$ cat config.mk
export PLATFORM = sky130hd
export DESIGN_NAME = dtcu_top
export DESIGN_NICKNAME = d
export VERILOG_FILES = /design/src/verilog/dtcu_top.v
export VERILOG_INCLUDE_DIRS = /design/src /design/src/verilog
export SDC_FILE = /design/constraint.sdc
export NUM_CORES = 2
export LEC_CHECK = 0
export ABC_CLOCK_PERIOD_IN_PS = 4800
export BUFFER_PORTS_ARGS = -buffer_cell sky130_fd_sc_hd__clkbuf_2
export CAP_MARGIN = 10
export CORE_UTILIZATION = 41
export DETAILED_ROUTE_END_ITERATION = 10
export GPL_TIMING_DRIVEN = 0
export PLACE_DENSITY_LB_ADDON = 0.1
export SLEW_MARGIN = 25
export SYNTH_ARGS = -nofsm -noshare
export SYNTH_HDL_FRONTEND = slang
export SYNTH_SLANG_ARGS = --single-unit
$ cat constraint.sdc
create_clock -name ref_clk_i -period 4.8 [get_ports ref_clk_i]
set_input_delay 0.48 -clock ref_clk_i [delete_from_list [all_inputs] [get_ports ref_clk_i]]
set_output_delay 0.48 -clock ref_clk_i [all_outputs]
set_load 0.05 [all_outputs]
$ cat src/verilog/dtcu_defines.vh
/*
 Register map, field positions and codes of the dual time base
 capture/compare unit. Assumes byte addresses on a 32-bit bus port.
*/
`ifndef DTCU_DEFINES_VH
`define DTCU_DEFINES_VH

// ----------------------------------------------------------
// Register offsets
// ----------------------------------------------------------
`define DTCU_T0_CTL    8'h00
`define DTCU_T0_VAL    8'h04
`define DTCU_T0_REL    8'h08
`define DTCU_T1_CTL    8'h0c
`define DTCU_T1_VAL    8'h10
`define DTCU_T1_REL    8'h14
`define DTCU_GLB       8'h18
`define DTCU_IRQ_ST    8'h1c
`define DTCU_IRQ_CLR   8'h20
`define DTCU_IRQ_EN    8'h24
`define DTCU_DBL       8'h28
`define DTCU_CCV_SEL   2'h1
`define DTCU_CCM_SEL   2'h2

// ----------------------------------------------------------
// Fields and codes
// ----------------------------------------------------------
`define DTCU_CTL_RUN   3
`define DTCU_CLK_DIV1  3'h0
`define DTCU_CLK_DIV2  3'h1
`define DTCU_CLK_DIV4  3'h2
`define DTCU_CLK_DIV8  3'h3
`define DTCU_CLK_EXTOV 3'h4
`define DTCU_CLK_CNT   3'h5
`define DTCU_STAG_SLOT 3'h7
`define DTCU_MODE_OFF  3'h0
`define DTCU_MODE_CAP  3'h1
`define DTCU_CMP_BIT   2
`define DTCU_EDGE_LO   3
`define DTCU_EDGE_HI   4
`define DTCU_TSEL_BIT  5
`define DTCU_SNGL_BIT  6
`define DTCU_CM_TOG    2'h1
`define DTCU_CM_SETCLR 2'h3
`define DTCU_TMR_MAX   16'hffff
`define DTCU_CH_N      16
`define DTCU_PAIR_N    8

`endif

$ cat src/verilog/dtcu_top.v
/*
 Dual time base capture/compare unit: two reloadable 16-bit timers,
 sixteen capture/compare channels each with one pin, sticky interrupt
 status with enable, and a plain register port.
 Assumes the external timer overflow pulse comes from logic on
 ref_clk_i; pins and count inputs are asynchronous.
*/
// Design decisions made here: the placing of the registers and the plain strobed port.
// Behaviour
// - Sixteen channels, resolution one system clock in normal use.
// - Staggered operation limits clk/1,/2,/4,/8 timer advance to every eighth clock.
// - Two independent 16-bit timers, each with its own reload register.
// - Timer clock selectable: clk/1,/2,/4,/8 or external timer overflow.
// - Timers may also count rising edges on an external count input.
// - Each channel picks its timer and capture or compare use.
// - Each channel owns one pin: capture input or compare output.
// - Capture copies the assigned timer into the channel on pin event.
// - Each capture raises that channel's own interrupt status bit.
// - Capture edge selectable: rising, falling or both.
// - Compare channels are checked against their timer on every count.
// - Mode zero: interrupt on every match, no pin action.
// - Mode one: pin toggles on every match.
// - Mode two: interrupt, at most one per timer period.
// - Mode three: pin high on match, low on timer overflow, once per timer period.
// - Double register: channel n+8 match also toggles pin of n.
// - Single event option with any compare mode gives one action.
`timescale 1ns/1ps
`include "dtcu_defines.vh"

module dtcu_top (
    input  wire        ref_clk_i,
    input  wire        rst_i,
    input  wire [7:0]  bus_addr_i,
    input  wire [31:0] bus_wdata_i,
    input  wire        bus_wr_i,
    input  wire        bus_rd_i,
    output wire [31:0] bus_rdata_o,
    input  wire [15:0] cc_pin_i,
    output wire [15:0] cc_pin_o,
    output wire [15:0] cc_pin_oe_o,
    input  wire [1:0]  cnt_pin_i,
    input  wire        ext_tmr_ovf_i,
    output wire        irq_o
);

// ----------------------------------------------------------
// Shared state
// ----------------------------------------------------------
reg  [2:0]  pre_r;
reg         stag_r;
reg  [15:0] irq_st_r;
reg  [15:0] irq_en_r;
reg  [7:0]  dbl_r;
reg  [31:0] rdata_r;
wire [15:0] tmr_w [0:1];
wire [15:0] rel_w [0:1];
wire [3:0]  ctl_w [0:1];
wire [1:0]  upd_w;
wire [1:0]  ovf_w;
wire [15:0] ccv_w [0:15];
wire [8:0]  ccm_w [0:15];
wire [15:0] hit_w;
wire [15:0] ev_w;
wire [15:0] pin_w;
wire [15:0] oe_w;
wire        stag_slot;

// Prescaler counter shared by both timers
always @(posedge ref_clk_i) begin
    if (rst_i) begin
        pre_r <= 3'h0;
    end else begin
        pre_r <= pre_r + 3'h1;
    end
end

assign stag_slot = (pre_r == `DTCU_STAG_SLOT);

// Global, enable and pairing registers
always @(posedge ref_clk_i) begin
    if (rst_i) begin
        stag_r   <= 1'b0;
        irq_en_r <= 16'h0000;
        dbl_r    <= 8'h00;
    end else if (bus_wr_i) begin
        if (bus_addr_i == `DTCU_GLB) begin
            stag_r <= bus_wdata_i[0];
        end
        if (bus_addr_i == `DTCU_IRQ_EN) begin
            irq_en_r <= bus_wdata_i[15:0];
        end
        if (bus_addr_i == `DTCU_DBL) begin
            dbl_r <= bus_wdata_i[7:0];
        end
    end
end

// ----------------------------------------------------------
// Time bases
// ----------------------------------------------------------
genvar t;
generate
for (t = 0; t < 2; t = t + 1) begin : g_tmr
    localparam [7:0] A_CTL = (t == 0) ? `DTCU_T0_CTL : `DTCU_T1_CTL;
    localparam [7:0] A_VAL = (t == 0) ? `DTCU_T0_VAL : `DTCU_T1_VAL;
    localparam [7:0] A_REL = (t == 0) ? `DTCU_T0_REL : `DTCU_T1_REL;
    reg  [3:0]  ctl_r;
    reg  [15:0] tmr_r;
    reg  [15:0] rel_r;
    reg         s1_r;
    reg         s2_r;
    reg         s3_r;
    reg         upd_r;
    reg         ovf_r;
    reg         base;
    wire        tick;
    wire        ovf;

    // Count input synchroniser and edge history
    always @(posedge ref_clk_i) begin
        if (rst_i) begin
            s1_r <= 1'b0;
            s2_r <= 1'b0;
            s3_r <= 1'b0;
        end else begin
            s1_r <= cnt_pin_i[t];
            s2_r <= s1_r;
            s3_r <= s2_r;
        end
    end

    // Count clock selection
    always @* begin
        base = 1'b0;
        case (ctl_r[2:0])
            `DTCU_CLK_DIV1:  base = ~stag_r | stag_slot;
            `DTCU_CLK_DIV2:  base = pre_r[0] & (~stag_r | stag_slot);
            `DTCU_CLK_DIV4:  base = (&pre_r[1:0]) & (~stag_r | stag_slot);
            `DTCU_CLK_DIV8:  base = stag_slot;
            `DTCU_CLK_EXTOV: base = ext_tmr_ovf_i;
            `DTCU_CLK_CNT:   base = s2_r & ~s3_r;
            default:         base = 1'b0;
        endcase
    end

    assign tick = base & ctl_r[`DTCU_CTL_RUN];
    assign ovf  = tick & (tmr_r == `DTCU_TMR_MAX);

    // Timer, reload and control registers
    always @(posedge ref_clk_i) begin
        if (rst_i) begin
            ctl_r <= 4'h0;
            tmr_r <= 16'h0000;
            rel_r <= 16'h0000;
            upd_r <= 1'b0;
            ovf_r <= 1'b0;
        end else begin
            upd_r <= tick;
            ovf_r <= ovf;
            if (bus_wr_i && bus_addr_i == A_CTL) begin
                ctl_r <= bus_wdata_i[3:0];
            end
            if (bus_wr_i && bus_addr_i == A_REL) begin
                rel_r <= bus_wdata_i[15:0];
            end
            if (bus_wr_i && bus_addr_i == A_VAL) begin
                tmr_r <= bus_wdata_i[15:0];
            end else if (ovf) begin
                tmr_r <= rel_r;
            end else if (tick) begin
                tmr_r <= tmr_r + 16'h0001;
            end
        end
    end

    assign tmr_w[t] = tmr_r;
    assign rel_w[t] = rel_r;
    assign ctl_w[t] = ctl_r;
    assign upd_w[t] = upd_r;
    assign ovf_w[t] = ovf_r;
end
endgenerate

// ----------------------------------------------------------
// Capture/compare channels
// ----------------------------------------------------------
genvar g;
generate
for (g = 0; g < `DTCU_CH_N; g = g + 1) begin : g_ch
    localparam [3:0] IDX = g;
    reg  [15:0] val_r;
    reg  [6:0]  mode_r;
    reg         spent_r;
    reg         done_r;
    reg         pin_r;
    reg         s1_r;
    reg         s2_r;
    reg         s3_r;
    wire        tsel;
    wire [15:0] tv;
    wire        up;
    wire        ov;
    wire        is_cmp;
    wire [1:0]  cm;
    wire        rise;
    wire        fall;
    wire        cap;
    wire        hit;
    wire        tog;
    wire        own_dbl;
    wire        wr_val;
    wire        wr_mode;

    assign wr_val  = bus_wr_i && bus_addr_i[7:6] == `DTCU_CCV_SEL
                     && bus_addr_i[5:2] == IDX;
    assign wr_mode = bus_wr_i && bus_addr_i[7:6] == `DTCU_CCM_SEL
                     && bus_addr_i[5:2] == IDX;

    // Timer allocation per channel
    assign tsel   = mode_r[`DTCU_TSEL_BIT];
    assign tv     = tmr_w[tsel];
    assign up     = upd_w[tsel];
    assign ov     = ovf_w[tsel];
    assign is_cmp = mode_r[`DTCU_CMP_BIT];
    assign cm     = mode_r[1:0];

    // Pin synchroniser and edge history
    always @(posedge ref_clk_i) begin
        if (rst_i) begin
            s1_r <= 1'b0;
            s2_r <= 1'b0;
            s3_r <= 1'b0;
        end else begin
            s1_r <= cc_pin_i[g];
            s2_r <= s1_r;
            s3_r <= s2_r;
        end
    end

    // Capture trigger with edge choice
    assign rise = s2_r & ~s3_r & mode_r[`DTCU_EDGE_LO];
    assign fall = ~s2_r & s3_r & mode_r[`DTCU_EDGE_HI];
    assign cap  = (mode_r[2:0] == `DTCU_MODE_CAP) & (rise | fall);

    // Match against the freshly counted timer value
    assign hit = is_cmp & up & (val_r == tv)
                 & ~spent_r
                 & ~(cm[1] & done_r);

    // Pin toggle from own match or paired channel
    if (g < `DTCU_PAIR_N) begin : g_own
        assign own_dbl = dbl_r[g];
        assign tog = (hit & (cm == `DTCU_CM_TOG))
                     | (own_dbl & hit_w[g + `DTCU_PAIR_N]);
    end else begin : g_mate
        assign own_dbl = 1'b0;
        assign tog = hit & (cm == `DTCU_CM_TOG);
    end

    // Channel value, mode and event state
    always @(posedge ref_clk_i) begin
        if (rst_i) begin
            val_r   <= 16'h0000;
            mode_r  <= 7'h00;
            spent_r <= 1'b0;
            done_r  <= 1'b0;
            pin_r   <= 1'b0;
        end else begin
            if (cap) begin
                val_r <= tv;
            end else if (wr_val) begin
                val_r <= bus_wdata_i[15:0];
            end
            if (wr_mode) begin
                mode_r <= bus_wdata_i[6:0];
            end
            // Single event latch, rearmed by a mode write
            if (hit & mode_r[`DTCU_SNGL_BIT]) begin
                spent_r <= 1'b1;
            end else if (wr_mode) begin
                spent_r <= 1'b0;
            end
            // One event per period, freed by overflow
            if (hit & cm[1]) begin
                done_r <= 1'b1;
            end else if (ov) begin
                done_r <= 1'b0;
            end
            // Pin action per mode
            if (tog) begin
                pin_r <= ~pin_r;
            end else if (hit & (cm == `DTCU_CM_SETCLR)) begin
                pin_r <= 1'b1;
            end else if (ov & is_cmp & (cm == `DTCU_CM_SETCLR)) begin
                pin_r <= 1'b0;
            end
        end
    end

    // Interrupt event: capture, or a match in modes zero and two
    assign ev_w[g] = cap
                     | (hit & ~cm[0]);
    assign hit_w[g] = hit;
    assign pin_w[g] = pin_r;
    assign oe_w[g]  = (is_cmp & cm[0]) | own_dbl;
    assign ccv_w[g] = val_r;
    assign ccm_w[g] = {spent_r, done_r, mode_r};
end
endgenerate

// ----------------------------------------------------------
// Interrupt status
// ----------------------------------------------------------
// Sticky status; a new event wins over a clear in the same cycle
always @(posedge ref_clk_i) begin
    if (rst_i) begin
        irq_st_r <= 16'h0000;
    end else if (bus_wr_i && bus_addr_i == `DTCU_IRQ_CLR) begin
        irq_st_r <= (irq_st_r & ~bus_wdata_i[15:0]) | ev_w;
    end else begin
        irq_st_r <= irq_st_r | ev_w;
    end
end

assign irq_o = |(irq_st_r & irq_en_r);

// ----------------------------------------------------------
// Read port
// ----------------------------------------------------------
// Read data valid only in the cycle after the read strobe
always @(posedge ref_clk_i) begin
    if (rst_i) begin
        rdata_r <= 32'h00000000;
    end else if (!bus_rd_i) begin
        rdata_r <= 32'h00000000;
    end else if (bus_addr_i[7:6] == `DTCU_CCV_SEL) begin
        rdata_r <= {16'h0000, ccv_w[bus_addr_i[5:2]]};
    end else if (bus_addr_i[7:6] == `DTCU_CCM_SEL) begin
        rdata_r <= {23'h000000, ccm_w[bus_addr_i[5:2]]};
    end else begin
        case (bus_addr_i)
            `DTCU_T0_CTL:  rdata_r <= {28'h0000000, ctl_w[0]};
            `DTCU_T0_VAL:  rdata_r <= {16'h0000, tmr_w[0]};
            `DTCU_T0_REL:  rdata_r <= {16'h0000, rel_w[0]};
            `DTCU_T1_CTL:  rdata_r <= {28'h0000000, ctl_w[1]};
            `DTCU_T1_VAL:  rdata_r <= {16'h0000, tmr_w[1]};
            `DTCU_T1_REL:  rdata_r <= {16'h0000, rel_w[1]};
            `DTCU_GLB:     rdata_r <= {31'h00000000, stag_r};
            `DTCU_IRQ_ST:  rdata_r <= {16'h0000, irq_st_r};
            `DTCU_IRQ_EN:  rdata_r <= {16'h0000, irq_en_r};
            `DTCU_DBL:     rdata_r <= {24'h000000, dbl_r};
            default:       rdata_r <= 32'h00000000;
        endcase
    end
end

assign bus_rdata_o = rdata_r;
assign cc_pin_o    = pin_w;
assign cc_pin_oe_o = oe_w;

endmodule // dtcu_top

==> metrics.txt <==
area grow syn2layout 14.5%; post-cts resize count 0; RSZ-0062 raised after global routing false; CP peak stage delay 870 ps; Final Cell Area slightly above 40000 sq um; Max Cap Viol 0; final clock period utilization by the worst path 105%; Mapped Cells 3992; chip height around 300 um; CP arrival 5550 ps; crit path max fanout 10; Initial Util 41.6%; Worst-path clk slew 60 ps; clock network power share 51.5%; Mean Syn Cell Area around 9.1 sq um; Crit path max-delay family buffers and inverters; CTS Buffer Depth 3; post-route worst setup slack -239 ps; First DRT Iteration DRCs 5508; number of remaining DRC errors 1; largest net degree at the start of global routing 13; post-synthesis sequential area ratio around 34%; gpl congestion 1.07; WL final 210000 um; fill count ~8600; synth top area cells dfxtp_1 34%, mux2i_1 10%, a211oi_1 9.3%; CP most frequent cell clkbuf_1; R2R setup slack -240 ps; Final ANT Viol Nets 0; Post-synth top cells 606 x dfxtp_1, 448 x a211oi_1, 375 x mux2i_1, 323 x nor2_1, 288 x clkbuf_1; outcome finished with violations; FMAX around 200 MHz; vias in the first global route around 34000; All-Layer GR Usage 45.8%; Synth area leader dfxtp_1; FP Rows 108; Vias roughly 36000; mapped cell area about 36000 sq um; leakage power 13.6 nW; Worst Path Required 5310 ps; share of cells above drive strength 1 16.0%; Unique masters post-synth 74; hold_ws 17.0 ps; WL/cell 38.6 um; cell-internal power between 8 and 9 mW; first-pass GRT wire length 283000 um; number of synthesized register bits 606; TritonCTS clock tree done; Worst path slowest cell clkbuf_1; worst reg2reg startpoint g_tmr[1].tmr_r[15]; Net count, final 4272; Setup Buffers After CTS 0; sequential power share 41.7%; endpoint class of the critical path flip-flop; Final Max Slew Viols 0; EDFF count, synth 0; kind of critical path reg -> reg; TritonCTS Buffers 77; final setup vio count 2; power per cell area 295 nW/um^2; total global routing overflow 0; Post-synth ARST share 0%; Critical Path Start g_tmr[1].tmr_r[15]; Tmin final 5040 ps; NetSw 3.23 mW; final hold viol count 0; CTS H-tree lvls 3; vias per inst around 6.7; Worst Hold Class in -> reg; Comb power frac between 6 and 7%; skew final 28.2 ps; clk_lat worst skew 690 ps; Die W 299 um; Critical Path Start Type flip-flop; Min-Delay Path Depth 2; detailed placer's ending HPWL around 160000 um; worst r2r path cells 9; most frequent cell after synthesis dfxtp_1; cts hold-fix bufs 0; Crit. path cell count 9; Worst-Margin Slew 1260 ps; Primary FF master, synth dfxtp_1; crit path to g_ch[11].pin_r; placed cell area ~39000 sq um; RR Endpoint g_ch[11].pin_r; I/O pins approximately 130; PortBufs between 90 and 100; initial antenna violation count 26; relative slew slack 15.9%; switching share of power roughly a quarter; Synth top area share 33.6%; Max IR drop VDD 268 uV; TritonRoute pass-1 iters 11; Root Buffer clkbuf_16; Ys Warns 0; Total Power 12.2 mW; failing checks design-rule violations, negative setup slack; CP Cell Sequence clkbuf_1 -> clkbuf_1 -> mux2i_1 -> xnor2_1 -> nor4_1 -> nand4_1 -> o22a_1 -> o21ai_0 -> a21oi_1; die area 89400 sq um; clk sink count approximately 610; core area between 80000 and 90000 sq um; CP Buf/Inv Count 2
## worst min path at each step
| stage | start | endpoint | slack, ps |
|---|---|---|---|
| finish | cc_pin_i[7] | g_ch[7].s1_r | 20 |
| global route | cc_pin_i[13] | g_ch[13].s1_r | 20 |
| CTS | cc_pin_i[7] | g_ch[7].s1_r | 5 |
| detailed placement | g_ch[10].s1_r | g_ch[10].s2_r | 430 |
| global placement | g_ch[5].s1_r | g_ch[5].s2_r | 420 |
| floorplan | g_ch[0].s1_r | g_ch[0].s2_r | 410 |
## per-stage QoR
step / setup slack [ps] / utilization (%) / instances / TNS (ps)
floorplan: 2220 / - / 4007 / 0
global placement: -1110 / 43.8 / 5254 / -15890
detailed placement: 106 / 44.5 / 5281 / 0
CTS: 64.4 / 47.5 / 5415 / 0
global route: 27.6 / 47.5 / 5415 / 0
finish: -239 / 47.6 / 5426 / -375
## power groups by stage
stage	combinational, mW	sequential [mW]	clock, mW
after global placement	0.771	5.20	0
after floorplan	0.390	5.20	0
after global routing	0.830	5.10	6.48
after CTS	0.795	5.09	6.26
final	0.838	5.09	6.29
after detailed placement	0.792	5.20	0
## kinds of logic after synthesis
family | count (synthesis) | share of synthesized area [%]
and+or+nand+nor | 1186 | 16.5
AOI/OAI and AO/OA | 874 | 17.0
DFF | 606 | 33.6
muxes | 596 | 21.2
buffers and inverters | 465 | 5.42
xor gates and xnor gates | 260 | 6.30
adders and majority gates | 4 | 0.138
other | 1 | 0.0104
## flip-flops by register name (all words and copies together) (netlist names)
name,count
g_ch.s1_r,16
irq_en_r,16
g_tmr.s1_r,2
g_ch.done_r,16
g_ch.spent_r,16
g_ch.s3_r,16
g_tmr.upd_r,2
g_tmr.s2_r,2
g_tmr.s3_r,2
irq_st_r,16
g_ch.mode_r,112
bus_rdata_o,16
stag_r,1
pre_r,3
g_ch.s2_r,16
g_tmr.rel_r,32
dbl_r,8
g_tmr.tmr_r,32
g_tmr.ovf_r,2
g_ch.pin_r,16
g_tmr.ctl_r,8
g_ch.val_r,256
## cell type report
| class | count | area (sq um) | share of cell area (%) |
|---|---|---|---|
| Tap cell | 1155 | 1450 | 3.49 |
| Buffer | 421 | 1900 | 4.59 |
| Antenna cell | 11 | 27.5 | 0.0665 |
| Multi-Input combinational cell | 2936 | 22300 | 53.9 |
| Sequential cell | 606 | 12100 | 29.3 |
| Clock inverter | 22 | 405 | 0.979 |
| Timing Repair Buffer | 119 | 776 | 1.87 |
| Clock buffer | 112 | 2240 | 5.41 |
| Inverter | 44 | 165 | 0.399 |
## routing by layer
metal  vias up  track usage, %  wire, um
met4        16            32.8     17900
met2      2800            63.3     83400
li1      14977               -         -
met3       770            16.6     27600
met1     17734            58.5     80700
met5         -               0       114
## cell usage in the layout, fill, tap and decap left out, types with 26 or more instances in the layout
cell type,netlist,routed
a211oi_1,448,448
a21oi_1,181,181
a22oi_1,55,55
buf_2,60,80
buf_4,33,44
clkbuf_1,288,243
clkbuf_16,0,78
clkbuf_2,1,157
dfxtp_1,606,606
inv_1,44,44
mux2_2,96,96
mux2i_1,375,375
mux4_2,125,125
nand2_1,286,286
nand3_1,88,88
nor2_1,323,319
nor2b_1,248,248
nor3_1,32,29
nor4_1,73,61
o21ai_0,41,41
xnor2_1,234,234
xor2_1,26,26
Power figures use the tool's default switching activity.
